$ cat config.mk
export PLATFORM = sky130hd
export DESIGN_NAME = lco_exec
export DESIGN_NICKNAME = d
export VERILOG_FILES = /design/src/logic/lco_pkg.sv /design/src/logic/lco_bitfield.sv /design/src/logic/lco_exec.sv
export SDC_FILE = /design/constraint.sdc
export NUM_CORES = 1
export LEC_CHECK = 0
export BUFFER_PORTS_ARGS = -buffer_cell sky130_fd_sc_hd__buf_4
export CORE_UTILIZATION = 48
export CTS_CLUSTER_SIZE = 10
export DETAILED_ROUTE_END_ITERATION = 8
export PLACE_DENSITY = 0.84
export SYNTH_ARGS = -nofsm -noshare
export SYNTH_HDL_FRONTEND = slang
export SYNTH_SLANG_ARGS = --single-unit
$ cat constraint.sdc
create_clock -name clk -period 2.35 [get_ports clk]
set_clock_uncertainty 0.2 [all_clocks]
set_input_delay 0.705 -clock clk [delete_from_list [all_inputs] [get_ports clk]]
set_output_delay 0.705 -clock clk [all_outputs]
set_load 0.005 [all_outputs]
$ cat src/logic/lco_pkg.sv
// Constants, encodings and timing for the logical complement/OR datapath
package lco_pkg;

  localparam int unsigned CLK_MHZ = 100;

  // Word and accumulator geometry
  localparam int unsigned WORD_W   = 16;
  localparam int unsigned ACC_W    = 36;
  localparam int unsigned ACC_MID_LO = 16;
  localparam int unsigned ACC_MID_HI = 31;
  localparam int unsigned SHORT_W  = 6;

  // Condition code positions in the status word
  localparam int unsigned CC_C = 0;
  localparam int unsigned CC_V = 1;
  localparam int unsigned CC_Z = 2;
  localparam int unsigned CC_N = 3;

  // Masks and bases
  localparam logic [15:0] MASK_ALL  = 16'hffff;
  localparam logic [15:0] WORD_ZERO = 16'h0000;
  localparam logic [15:0] IO_BASE   = 16'hffc0;
  localparam logic [9:0]  SHORT_PAD = 10'h000;

  // Cycle and word counts per form
  localparam logic [2:0] CYC_OR    = 3'h2;
  localparam logic [2:0] CYC_SHORT = 3'h4;
  localparam logic [2:0] CYC_LONG  = 3'h6;
  localparam logic [1:0] WRD_ONE   = 2'h1;
  localparam logic [1:0] WRD_TWO   = 2'h2;
  localparam logic [1:0] WRD_THREE = 2'h3;

  // Stage counts inside a transfer
  localparam logic [2:0] CNT_FIRST = 3'h1;
  localparam logic [2:0] CNT_ONE   = 3'h1;

  typedef enum logic [2:0] {
    LCO_OP_COMPL_CARRY = 3'h0, // complement_with_carry_op
    LCO_OP_IMM_SET     = 3'h1, // immediate_mask_set_op
    LCO_OP_REG_OR      = 3'h2,
    LCO_OP_BF_CHANGE   = 3'h3, // bitfield_change_op
    LCO_OP_BF_SET      = 3'h4  // bitfield_set_op
  } lco_op_t;

  typedef enum logic [2:0] {
    LCO_FORM_REG     = 3'h0, // any_register_operand
    LCO_FORM_R2_OFF  = 3'h1, // address_reg_two plus offset
    LCO_FORM_SP_OFF  = 3'h2, // stack_pointer minus offset
    LCO_FORM_SHORT   = 3'h3,
    LCO_FORM_IO      = 3'h4,
    LCO_FORM_LONG    = 3'h5
  } lco_form_t;

  typedef enum logic [2:0] {
    LCO_DST_REG16  = 3'h0,
    LCO_DST_ACC    = 3'h1,
    LCO_DST_STATUS = 3'h2, // status_word
    LCO_DST_HWS    = 3'h3  // hardware_stack
  } lco_dst_t;

  typedef enum logic [2:0] {
    LCO_ST_IDLE = 3'b000,
    LCO_ST_RD   = 3'b001,
    LCO_ST_EX   = 3'b011,
    LCO_ST_WB   = 3'b010,
    LCO_ST_HOLD = 3'b110
  } lco_state_t;

endpackage : lco_pkg

$ cat src/logic/lco_bitfield.sv
// Bit-field change/set unit with carry test
`timescale 1ns/10ps
module lco_bitfield
  import lco_pkg::*;
(
  input  wire logic        set_mode,
  input  wire logic [15:0] mask,
  input  wire logic [15:0] operand,
  output logic      [15:0] result,
  output logic             carry
);

  // *****************************************************************
  // Bit-field operation
  // *****************************************************************

  // Set mode ORs the mask in, change mode inverts the masked bits
  wire [15:0] set_val    = operand | mask;
  wire [15:0] change_val = operand ^ mask;

  assign result = set_mode ? set_val : change_val;
  // Carry when every masked bit was one before the write-back
  assign carry  = ((operand & mask) == mask);

endmodule // lco_bitfield

$ cat src/logic/lco_exec.sv
// Execution unit for complement-with-carry, register OR and immediate OR
`timescale 1ns/10ps
module lco_exec
  import lco_pkg::*;
(
  input  wire logic        clk,
  input  wire logic        rst_n,
  input  wire logic        start,
  input  wire lco_op_t     op,
  input  wire lco_form_t   form,
  input  wire lco_dst_t    dst,
  input  wire logic [15:0] imm,
  input  wire logic [15:0] src_val,
  input  wire logic [15:0] reg_val,
  input  wire logic [35:0] acc_val,
  input  wire logic [15:0] sr_val,
  input  wire logic [15:0] addr_reg_two,
  input  wire logic [15:0] stack_pointer,
  input  wire logic [5:0]  short_addr,
  input  wire logic [5:0]  offset,
  input  wire logic [15:0] long_addr,
  input  wire logic [15:0] mem_rdata,
  output logic             busy,
  output logic             done,
  output logic             refused,
  output logic      [1:0]  instr_words,
  output logic             mem_rd,
  output logic             mem_wr,
  output logic             mem_io,
  output logic      [15:0] mem_addr,
  output logic      [15:0] mem_wdata,
  output logic             reg_wr,
  output logic      [15:0] reg_wdata,
  output logic             acc_wr,
  output logic      [35:0] acc_wdata,
  output logic             sr_wr,
  output logic      [15:0] sr_wdata
);

  // *****************************************************************
  // Decode helpers
  // *****************************************************************

  // Cycle count of one instruction by operation and form
  function automatic logic [2:0] cycles_of(lco_op_t o, lco_form_t f);
    logic [2:0] c;
    c = CYC_SHORT;
    if (o == LCO_OP_REG_OR)
      c = CYC_OR;
    else if (f == LCO_FORM_R2_OFF || f == LCO_FORM_SP_OFF
             || f == LCO_FORM_LONG)
      c = CYC_LONG;
    return c;
  endfunction

  // Program words of one instruction by operation and form
  function automatic logic [1:0] words_of(lco_op_t o, lco_form_t f);
    logic [1:0] w;
    w = WRD_TWO;
    if (o == LCO_OP_REG_OR)
      w = WRD_ONE;
    else if (f == LCO_FORM_LONG)
      w = WRD_THREE;
    return w;
  endfunction

  // *****************************************************************
  // Registers
  // *****************************************************************

  lco_state_t  state_ff, nxt_state;
  logic [2:0]  cnt_ff;
  logic [2:0]  last_ff;
  logic        set_mode_ff;
  logic [15:0] mask_ff;
  logic        to_mem_ff;
  lco_dst_t    dst_ff;
  logic [15:0] reg_ff;
  logic [35:0] acc_ff;
  logic [15:0] sr_ff;
  logic [1:0]  words_ff;
  logic        mem_rd_ff, mem_wr_ff, mem_io_ff;
  logic [15:0] mem_addr_ff, mem_wdata_ff;
  logic        reg_wr_ff, acc_wr_ff, sr_wr_ff;
  logic [15:0] reg_wdata_ff, sr_wdata_ff;
  logic [35:0] acc_wdata_ff;

  // *****************************************************************
  // Request decode
  // *****************************************************************

  wire is_reg_or  = (op == LCO_OP_REG_OR);
  wire is_compl   = (op == LCO_OP_COMPL_CARRY) || (op == LCO_OP_BF_CHANGE);
  wire to_mem     = (form != LCO_FORM_REG);
  wire idle       = (state_ff == LCO_ST_IDLE);
  // A stack destination would corrupt the return chain, so it is refused for every operation except register OR
  wire bad_dst    = !is_reg_or && !to_mem && (dst == LCO_DST_HWS);
  wire take       = start && idle && !bad_dst;
  wire take_bf    = take && !is_reg_or;
  wire take_or    = take && is_reg_or;

  // Complement is a change with every mask bit set
  wire [15:0] mask_in = (op == LCO_OP_COMPL_CARRY) ? MASK_ALL : imm;

  // Effective address per memory form
  wire [15:0] short_ea = {SHORT_PAD, short_addr};
  wire [15:0] io_ea    = IO_BASE | {SHORT_PAD, short_addr};
  wire [15:0] r2_ea    = addr_reg_two + {SHORT_PAD, offset};
  wire [15:0] sp_ea    = stack_pointer - {SHORT_PAD, offset};
  wire [15:0] ea       = (form == LCO_FORM_SHORT) ? short_ea :
                         (form == LCO_FORM_IO)    ? io_ea    :
                         (form == LCO_FORM_R2_OFF)? r2_ea    :
                         (form == LCO_FORM_SP_OFF)? sp_ea    : long_addr;

  // *****************************************************************
  // Register OR datapath (single pass)
  // *****************************************************************

  wire [15:0] or_mid    = src_val | acc_val[ACC_MID_HI:ACC_MID_LO];
  wire [15:0] or_word   = src_val | reg_val;
  wire        or_acc    = (dst == LCO_DST_ACC);
  wire [35:0] or_acc_r  = {acc_val[ACC_W-1:ACC_MID_HI+1], or_mid,
                           acc_val[ACC_MID_LO-1:0]};
  wire [15:0] or_flag_w = or_acc ? or_mid : or_word;
  wire [15:0] or_sr;

  // N, Z from the result word (the middle word for the accumulator), V always cleared, C kept
  assign or_sr = {sr_val[WORD_W-1:CC_N+1],
                  or_flag_w[WORD_W-1],
                  (or_flag_w == WORD_ZERO),
                  1'b0,
                  sr_val[CC_C]};

  // *****************************************************************
  // Bit-field datapath (read-modify-write)
  // *****************************************************************

  // Operand of the modify step: memory data or the captured register
  wire [15:0] bf_operand = to_mem_ff ? mem_rdata :
                           (dst_ff == LCO_DST_ACC) ?
                           acc_ff[ACC_MID_HI:ACC_MID_LO] :
                           (dst_ff == LCO_DST_STATUS) ? sr_ff : reg_ff;
  wire [15:0] bf_result;
  wire        bf_carry;

  lco_bitfield u_bitfield (
    .set_mode (set_mode_ff),
    .mask     (mask_ff),
    .operand  (bf_operand),
    .result   (bf_result),
    .carry    (bf_carry)
  );

  // Only carry moves for ordinary destinations
  wire [15:0] bf_sr = {sr_ff[WORD_W-1:CC_C+1], bf_carry};
  wire [35:0] bf_acc = {acc_ff[ACC_W-1:ACC_MID_HI+1], bf_result,
                        acc_ff[ACC_MID_LO-1:0]};
  wire        bf_to_sr  = !to_mem_ff && (dst_ff == LCO_DST_STATUS);
  wire        bf_to_acc = !to_mem_ff && (dst_ff == LCO_DST_ACC);
  wire        bf_to_reg = !to_mem_ff && (dst_ff == LCO_DST_REG16);
  wire        in_ex     = (state_ff == LCO_ST_EX);

  // *****************************************************************
  // Sequencer
  // *****************************************************************

  // Read, modify, write-back, then pad to the documented cycle count
  always_comb
  begin
    nxt_state = state_ff;
    case (state_ff)
      LCO_ST_IDLE: if (take_bf) nxt_state = LCO_ST_RD;
                   else if (take_or) nxt_state = LCO_ST_WB;
      LCO_ST_RD:   nxt_state = LCO_ST_EX;
      LCO_ST_EX:   nxt_state = LCO_ST_WB;
      LCO_ST_WB:   nxt_state = (cnt_ff == last_ff) ? LCO_ST_IDLE
                                                   : LCO_ST_HOLD;
      LCO_ST_HOLD: if (cnt_ff == last_ff) nxt_state = LCO_ST_IDLE;
      default:     nxt_state = LCO_ST_IDLE;
    endcase
  end

  assign busy        = !idle;
  assign done        = !idle && (cnt_ff == last_ff);
  assign refused     = start && idle && bad_dst;
  assign instr_words = words_ff;

  // State, cycle counter and captured operands
  always_ff @(posedge clk or negedge rst_n)
  begin
    if (!rst_n)
    begin
      state_ff    <= LCO_ST_IDLE;
      cnt_ff      <= '0;
      last_ff     <= '0;
      set_mode_ff <= 1'b0;
      mask_ff     <= '0;
      to_mem_ff   <= 1'b0;
      dst_ff      <= LCO_DST_REG16;
      reg_ff      <= '0;
      acc_ff      <= '0;
      sr_ff       <= '0;
      words_ff    <= '0;
    end
    else
    begin
      state_ff <= nxt_state;
      cnt_ff   <= take ? CNT_FIRST : (idle ? '0 : cnt_ff + CNT_ONE);
      if (take)
      begin
        last_ff     <= cycles_of(op, form) - CNT_ONE;
        words_ff    <= words_of(op, form);
        set_mode_ff <= !is_compl;
        mask_ff     <= mask_in;
        to_mem_ff   <= to_mem;
        dst_ff      <= dst;
        reg_ff      <= reg_val;
        acc_ff      <= acc_val;
        sr_ff       <= sr_val;
      end
    end
  end

  // Memory strobes: one read, then one write-back of the same address
  always_ff @(posedge clk or negedge rst_n)
  begin
    if (!rst_n)
    begin
      mem_rd_ff    <= 1'b0;
      mem_wr_ff    <= 1'b0;
      mem_io_ff    <= 1'b0;
      mem_addr_ff  <= '0;
      mem_wdata_ff <= '0;
    end
    else
    begin
      mem_rd_ff <= take_bf && to_mem;
      mem_wr_ff <= in_ex && to_mem_ff;
      if (take_bf)
      begin
        mem_addr_ff <= ea;
        mem_io_ff   <= (form == LCO_FORM_IO);
      end
      if (in_ex)
        mem_wdata_ff <= bf_result;
    end
  end

  // Register, accumulator and status word write-back
  always_ff @(posedge clk or negedge rst_n)
  begin
    if (!rst_n)
    begin
      reg_wr_ff    <= 1'b0;
      acc_wr_ff    <= 1'b0;
      sr_wr_ff     <= 1'b0;
      reg_wdata_ff <= '0;
      acc_wdata_ff <= '0;
      sr_wdata_ff  <= '0;
    end
    else
    begin
      reg_wr_ff <= (take_or && !or_acc) || (in_ex && bf_to_reg);
      acc_wr_ff <= (take_or && or_acc) || (in_ex && bf_to_acc);
      // Status word is rewritten by every instruction here
      sr_wr_ff  <= take_or || in_ex;
      if (take_or)
      begin
        reg_wdata_ff <= or_word;
        acc_wdata_ff <= or_acc_r;
        sr_wdata_ff  <= or_sr;
      end
      else if (in_ex)
      begin
        reg_wdata_ff <= bf_result;
        acc_wdata_ff <= bf_acc;
        // Status destination takes the masked result with no carry recompute; other destinations take bf_sr with the new carry
        sr_wdata_ff  <= bf_to_sr ? bf_result : bf_sr;
      end
    end
  end

  assign mem_rd    = mem_rd_ff;
  assign mem_wr    = mem_wr_ff;
  assign mem_io    = mem_io_ff;
  assign mem_addr  = mem_addr_ff;
  assign mem_wdata = mem_wdata_ff;
  assign reg_wr    = reg_wr_ff;
  assign reg_wdata = reg_wdata_ff;
  assign acc_wr    = acc_wr_ff;
  assign acc_wdata = acc_wdata_ff;
  assign sr_wr     = sr_wr_ff;
  assign sr_wdata  = sr_wdata_ff;

endmodule // lco_exec

# Yosys cells after proc, flatten, opt, wreduce, memory -nomap -nowiden
# Index checks and enable logic that the tools add are counted.
op_classes:
  eq_ne: 19
  n_bitwise: 5
  n_reduce_logical: 37
  addsub: 4
  muxes: 29
ops:
  columns: ["op", "count"]
  rows:
  - ["16-bit two-way mux", 15]
  - ["36-bit two-way mux", 2]
  - ["16-bit OR", 3]
  - ["3-bit by 2-bit == test with 1-bit output, second input constant", 8]
  - ["3-bit two-way mux", 8]
  - ["1-bit logical AND", 17]
  - ["16-bit by 6-bit adder with 16-bit output", 1]
  - ["16-bit AND", 1]
  - ["16-bit == test", 1]
  - ["16-bit zero test", 1]
  - ["16-bit by 6-bit subtractor with 16-bit output", 1]
  - ["16-bit XOR", 1]
  - ["3-bit case mux with 5 select lines", 1]
  - ["3-bit by 1-bit == test with 1-bit output, second input constant", 4]
  - ["3-bit == test, second input constant", 3]
  - ["3-bit zero test", 3]
  - ["1-bit zero test", 7]
  - ["1-bit logical OR", 6]
  - ["2-bit two-way mux", 2]
  - ["3-bit by 1-bit adder with 3-bit output, second input constant", 1]
  - ["3-bit == test", 1]
  - ["3-bit by 1-bit != test with 1-bit output, second input constant", 1]
  - ["3-bit nonzero test", 1]
  - ["3-bit by 1-bit subtractor with 3-bit output, second input constant", 1]
  - ["4 further kinds", 4]
word_totals:
  out_inout_bits: 111
  reg_bits: 206
  in_bits: 188
  wordCells: 116

# Depth between registers and ports, before layout
logic_depth:
  ltp_word: 10
  mapped_depth: 13
  ltp_nobuf: 12

# By module
# Synthesis repeated with hierarchy kept, for this count alone.
hier_totals:
  cells_unflattened: 1194
  hier_area_um2: 11160.7
by_module_without_submodules:
  columns: ["module", "instances", "area_each_um2", "seq_area_each_um2", "cells_each"]
  rows:
  - ["lco_exec", 1, 10391.2, 5154.9, 1091]
  - ["lco_bitfield", 1, 769.5, 0.0, 103]

# Least setup slack after synthesis
# Ideal clock, no wire load.
synth_timing:
  kind: "input port to flip-flop"
  from: "input offset[0]"
  to: "register mem_addr_ff[10], in the netlist mem_addr[10]"
  slack_ps: -447
  arrival_time_ps: 2470
  required_ps: 2022
  cell_stages: 8
  cell_sequence: "ha_1 > fa_1 > a21o_1 > a221oi_1 > or3_1 > a21oi_1 > o211ai_1 > nand3_1"
synth_between:
  elab_chain_len: 5
  word_cells_on_any_way: 6
  cone_classes: "2 x add/sub; 4 x mux"
synth_lines:
  columns: ["item", "line", "source"]
  rows:
  - ["from (decl)", "lco_exec.sv:20", "input wire logic [5:0] offset,"]
  - ["16-bit by 6-bit subtractor with 16-bit output", "lco_exec.sv:109", "wire [15:0] sp_ea = stack_pointer - {SHORT_PAD, offset};"]
  - ["16-bit two-way mux", "lco_exec.sv:113", "(form == LCO_FORM_SP_OFF)? sp_ea : long_addr;"]
  - ["16-bit two-way mux *", "lco_exec.sv:112", "(form == LCO_FORM_R2_OFF)? r2_ea :"]
  - ["16-bit two-way mux *", "lco_exec.sv:111", "(form == LCO_FORM_IO) ? io_ea :"]
  - ["16-bit two-way mux *", "lco_exec.sv:110", "wire [15:0] ea = (form == LCO_FORM_SHORT) ? short_ea :"]
  - ["to (signal assigned)", "lco_exec.sv:232", "mem_addr_ff <= '0;"]
  - ["to (signal assigned)", "lco_exec.sv:241", "mem_addr_ff <= ea;"]
  - ["to (decl)", "lco_exec.sv:83", "logic [15:0] mem_addr_ff, mem_wdata_ff;"]
# Mark *: on every way between the ends. The rest lies on a longest branch, timed or not.
# A chain may end at the register's enable or synchronous reset.

# Worst setup path after layout
layout_timing:
  from: "register dst_ff[0]"
  to: "register sr_wdata_ff[2], in the netlist sr_wdata[2]"
layout_between:
  elab_chain_len: 9
  word_cells_on_any_way: 12
  cone_classes: "2 x eq/ne; 7 x mux; 2 x bitwise; 1 x reduce/logical"
layout_lines:
  columns: ["item", "line", "source"]
  rows:
  - ["from (decl)", "lco_exec.sv:77", "lco_dst_t dst_ff;"]
  - ["from (signal assigned)", "lco_exec.sv:216", "dst_ff <= dst;"]
  - ["3-bit by 2-bit == test with 1-bit output", "lco_exec.sv:142, lco_exec.sv:158", null]
  - ["16-bit two-way mux", "lco_exec.sv:142", "(dst_ff == LCO_DST_STATUS) ? sr_ff : reg_ff;"]
  - ["16-bit two-way mux", "lco_exec.sv:140", "(dst_ff == LCO_DST_ACC) ?"]
  - ["16-bit two-way mux", "lco_exec.sv:139", "wire [15:0] bf_operand = to_mem_ff ? mem_rdata :"]
  - ["16-bit XOR or 16-bit OR (tied branches)", "lco_bitfield.sv:19, lco_bitfield.sv:18", null]
  - ["16-bit two-way mux", "lco_bitfield.sv:21", "assign result = set_mode ? set_val : change_val;"]
  - ["16-bit two-way mux *", "lco_exec.sv:278", "sr_wdata_ff <= bf_to_sr ? bf_result : bf_sr;"]
  - ["16-bit two-way mux *", "lco_exec.sv:273", "else if (in_ex)"]
  - ["16-bit two-way mux *", "lco_exec.sv:267", "if (take_or)"]
  - ["to (signal assigned)", "lco_exec.sv:271", "sr_wdata_ff <= or_sr;"]
  - ["to (signal assigned)", "lco_exec.sv:278", null]
  - ["to (decl)", "lco_exec.sv:85", "logic [15:0] reg_wdata_ff, sr_wdata_ff;"]
# Mark *: on every way between the ends. The rest lies on a longest branch, timed or not. The select of a mux whose other input is x is not followed.

==> flow_summary.json <==
{
  "numClockSinks": 206,
  "r2r_end": "sr_wdata[2]",
  "final_nets": 1919,
  "fin_crit_sh_pct": 129,
  "synth.distinct_cells": 63,
  "grt_pass1_wl_um": 64200,
  "r2r_cells": 14,
  "power_density_nw_per_um2": 1270,
  "grt_overflow": 0,
  "r2r_setup_slack_ns": -0.68,
  "clockBufferDepth": 3,
  "hp-class": "input port to register",
  "netlist_area_um2": 11000,
  "path_class": "register to register",
  "start_kind": "register",
  "clock_latency_ns": 0.52,
  "layout.cells.non_filler": 1967,
  "mostFrequentLayoutCells": "buf_4, nand2_1, dfrtp_1, nor2_1, a21oi_1",
  "busiest_layer": "met2",
  "whs_ns": 0.184,
  "place.detailed.hpwl_um": 28600,
  "avgSynthCellArea_um2": 8.56,
  "crit_fanout": 4,
  "drive_above_1_share_pct": 39.6,
  "synthToLayoutAreaGrowth_pct": 50.1,
  "rows": 54,
  "cp-end-kind": "register",
  "viasPerCell": 6.20,
  "period_needed_ns": 3.03,
  "coreArea_um2": 22100,
  "synth_edf_count": 0,
  "htree_levels": 1,
  "clk_pin_slew_worst_paths_ns": 0.06,
  "io_buffers": 298,
  "hold_viol": 0,
  "ys_seq_elements": 206,
  "failed_checks": "negative setup slack",
  "status": "finished, violations left",
  "asyncSetResetFlopFracSynth_pct": 100,
  "synth_top_flop_cell": "dfrtp_1",
  "die_x_um": 153,
  "peakVddDrop_mv": 0.688,
  "fp.dieArea_um2": 23500,
  "wl_per_cell_um": 22.8,
  "synthesis.nets": 1517,
  "critPathArrivalTime_ns": 3.21,
  "cts_tree": "built",
  "met2_usage_pct": 55.3,
  "first_global_vias": 11900,
  "syn_inst": 1282,
  "max_freq_ghz": 0.330,
  "setup_tns_ns": -21.02,
  "cp.required_ns": 2.54,
  "rsz0062_at_grt": "true",
  "grt_max_degree": 56,
  "p_leak_nw": 7.77,
  "yosys-top-cells-area": "dfrtp_1, nand2_1, ha_1",
  "num_io_pins": 299,
  "synth_top_cell_by_area": "dfrtp_1",
  "startpoint": "dst_ff[0]",
  "drt_wl_total_um": 44800,
  "met1_usage_pct": 44.6,
  "worst_slack_ns": -0.676,
  "critPathCapture": "sr_wdata[2]",
  "fp.dieH_um": 153,
  "final_util_pct": 74.5,
  "setup_viol": 67,
  "grt.total_usage_pct": 34.9,
  "antenna_left": 0,
  "drt-initial-drc-count": 1227,
  "antenna_found_initial": 2,
  "final_common_cell": "buf_4",
  "grt_use_met3_pct": 6.38,
  "regToRegStartpoint": "dst_ff[0]",
  "dr.pass1.iters": 6,
  "start_util_pct": 49.6,
  "slew_headroom_pct": 54.9,
  "numCtsBuffers": 24,
  "slew_violations": 0,
  "gp_congestion": 0.909,
  "num_vias": 12200,
  "worst-slew-pin-transition_ns": 0.674,
  "cts-root-buf": "clkbuf_16",
  "numPlacedInstances": 1920,
  "synth_top_cell_area_share_pct": 47.0,
  "drc": 0,
  "cap_violations": 0,
  "yosys_warnings": 0,
  "ys_seq_area_share_pct": 47.0
}
[worst max-delay path, cell delays in order (launching register included)]
cell      delay [ns]
dfrtp_1         0.40
nor3b_4         0.24
buf_6           0.15
buf_12          0.13
buf_12          0.12
mux2i_2         0.09
a211oi_2        0.42
a21oi_2         0.10
ha_1            0.33
nor2_2          0.11
a21oi_2         0.08
mux2i_1         0.20
nand2_1         0.10
o211ai_1        0.11
o31ai_1         0.11
[where the power goes]
| group | leakage, nW | total, W | switching, W | internal [W] |
|---|---|---|---|---|
| Sequential | 2.46 | 0.00640 | 0.00121 | 0.00519 |
| Combinational | 4.99 | 0.0111 | 0.00595 | 0.00519 |
| Clock | 0.318 | 0.00333 | 0.00143 | 0.00190 |
[what timing repair did]
action,4_1_cts,5_1_grt
gates resized for setup,125,117
hold buffers,1,0
pin swaps,53,43
buffers inserted,9,12
endpoints found under the setup margin,69,80
endpoints found under the hold margin,29,0
gates cloned,3,2
[logic make-up after synthesis]
group	Yosys count	synth area share (%)
xor+xnor	23	1.84
mux	37	3.41
simple gates	577	22.4
fa+ha+maj	49	5.68
flops	206	47.0
compound gates	275	15.5
buf+inv	115	4.14
[flip-flops by register name, summed over array words and instances, names as in the netlist]
signal	flops
to_mem_ff	1
mask_ff	16
sr_wdata	16
mem_wr	1
mem_wdata	16
set_mode_ff	1
cnt_ff	3
dst_ff	3
last_ff	3
acc_wr	1
state_ff	3
reg_wr	1
instr_words	2
acc_ff	36
reg_ff	16
acc_wdata	36
mem_addr	16
mem_io	1
sr_wr	1
reg_wdata	16
sr_ff	16
mem_rd	1
[through the flow]
step | instance area, um^2 | worst slack (ns) | power (W)
final | 16500 | -0.676 | 0.0209
after global routing | 16500 | -0.764 | 0.0218
after CTS | 15900 | -0.366 | 0.0190
after global placement | 14700 | -0.475 | 0.0142
after floorplan | 11200 | -0.260 | 0.0103
after detailed placement | 14700 | -0.505 | 0.0145
[worst min path at each step]
stage / start / to / depth (start not counted)
floorplan: rst_n / acc_ff[0] / 0
global placement: acc_ff[8] / acc_ff[8] / 2
detailed placement: acc_ff[11] / acc_ff[11] / 2
CTS: acc_val[5] / acc_ff[5] / 3
global route: acc_val[0] / acc_ff[0] / 3
finish: sr_val[1] / sr_ff[1] / 3
[final cells by class]
class,instances,area [um^2]
clock buffers,28,647
diodes,1,2.50
fillers,1413,5630
well taps,280,350
flip-flops and latches,206,5150
multi-input cells,962,6460
inverters,38,158
repair buffers,452,3700
[cells in the mapped netlist, drive strengths merged (12+ instances only)]
| library cell | count |
|---|---|
| a211oi | 26 |
| a21oi | 87 |
| a31oi | 37 |
| clkbuf | 66 |
| dfrtp | 206 |
| ha | 45 |
| inv | 38 |
| mux2i | 34 |
| nand2 | 339 |
| nand3 | 12 |
| nor2 | 99 |
| nor2b | 15 |
| nor3 | 59 |
| nor4 | 19 |
| o21a | 13 |
| o21ai | 55 |
| xnor2 | 12 |
[metal layers]
| layer | wire length [um] | share of wire, % |
|---|---|---|
| met4 | 3460 | 7.7 |
| met1 | 16300 | 37 |
| met2 | 20500 | 46 |
| met5 | 0 | 0 |
| met3 | 4460 | 10 |
(Power assumes the default switching activity.)
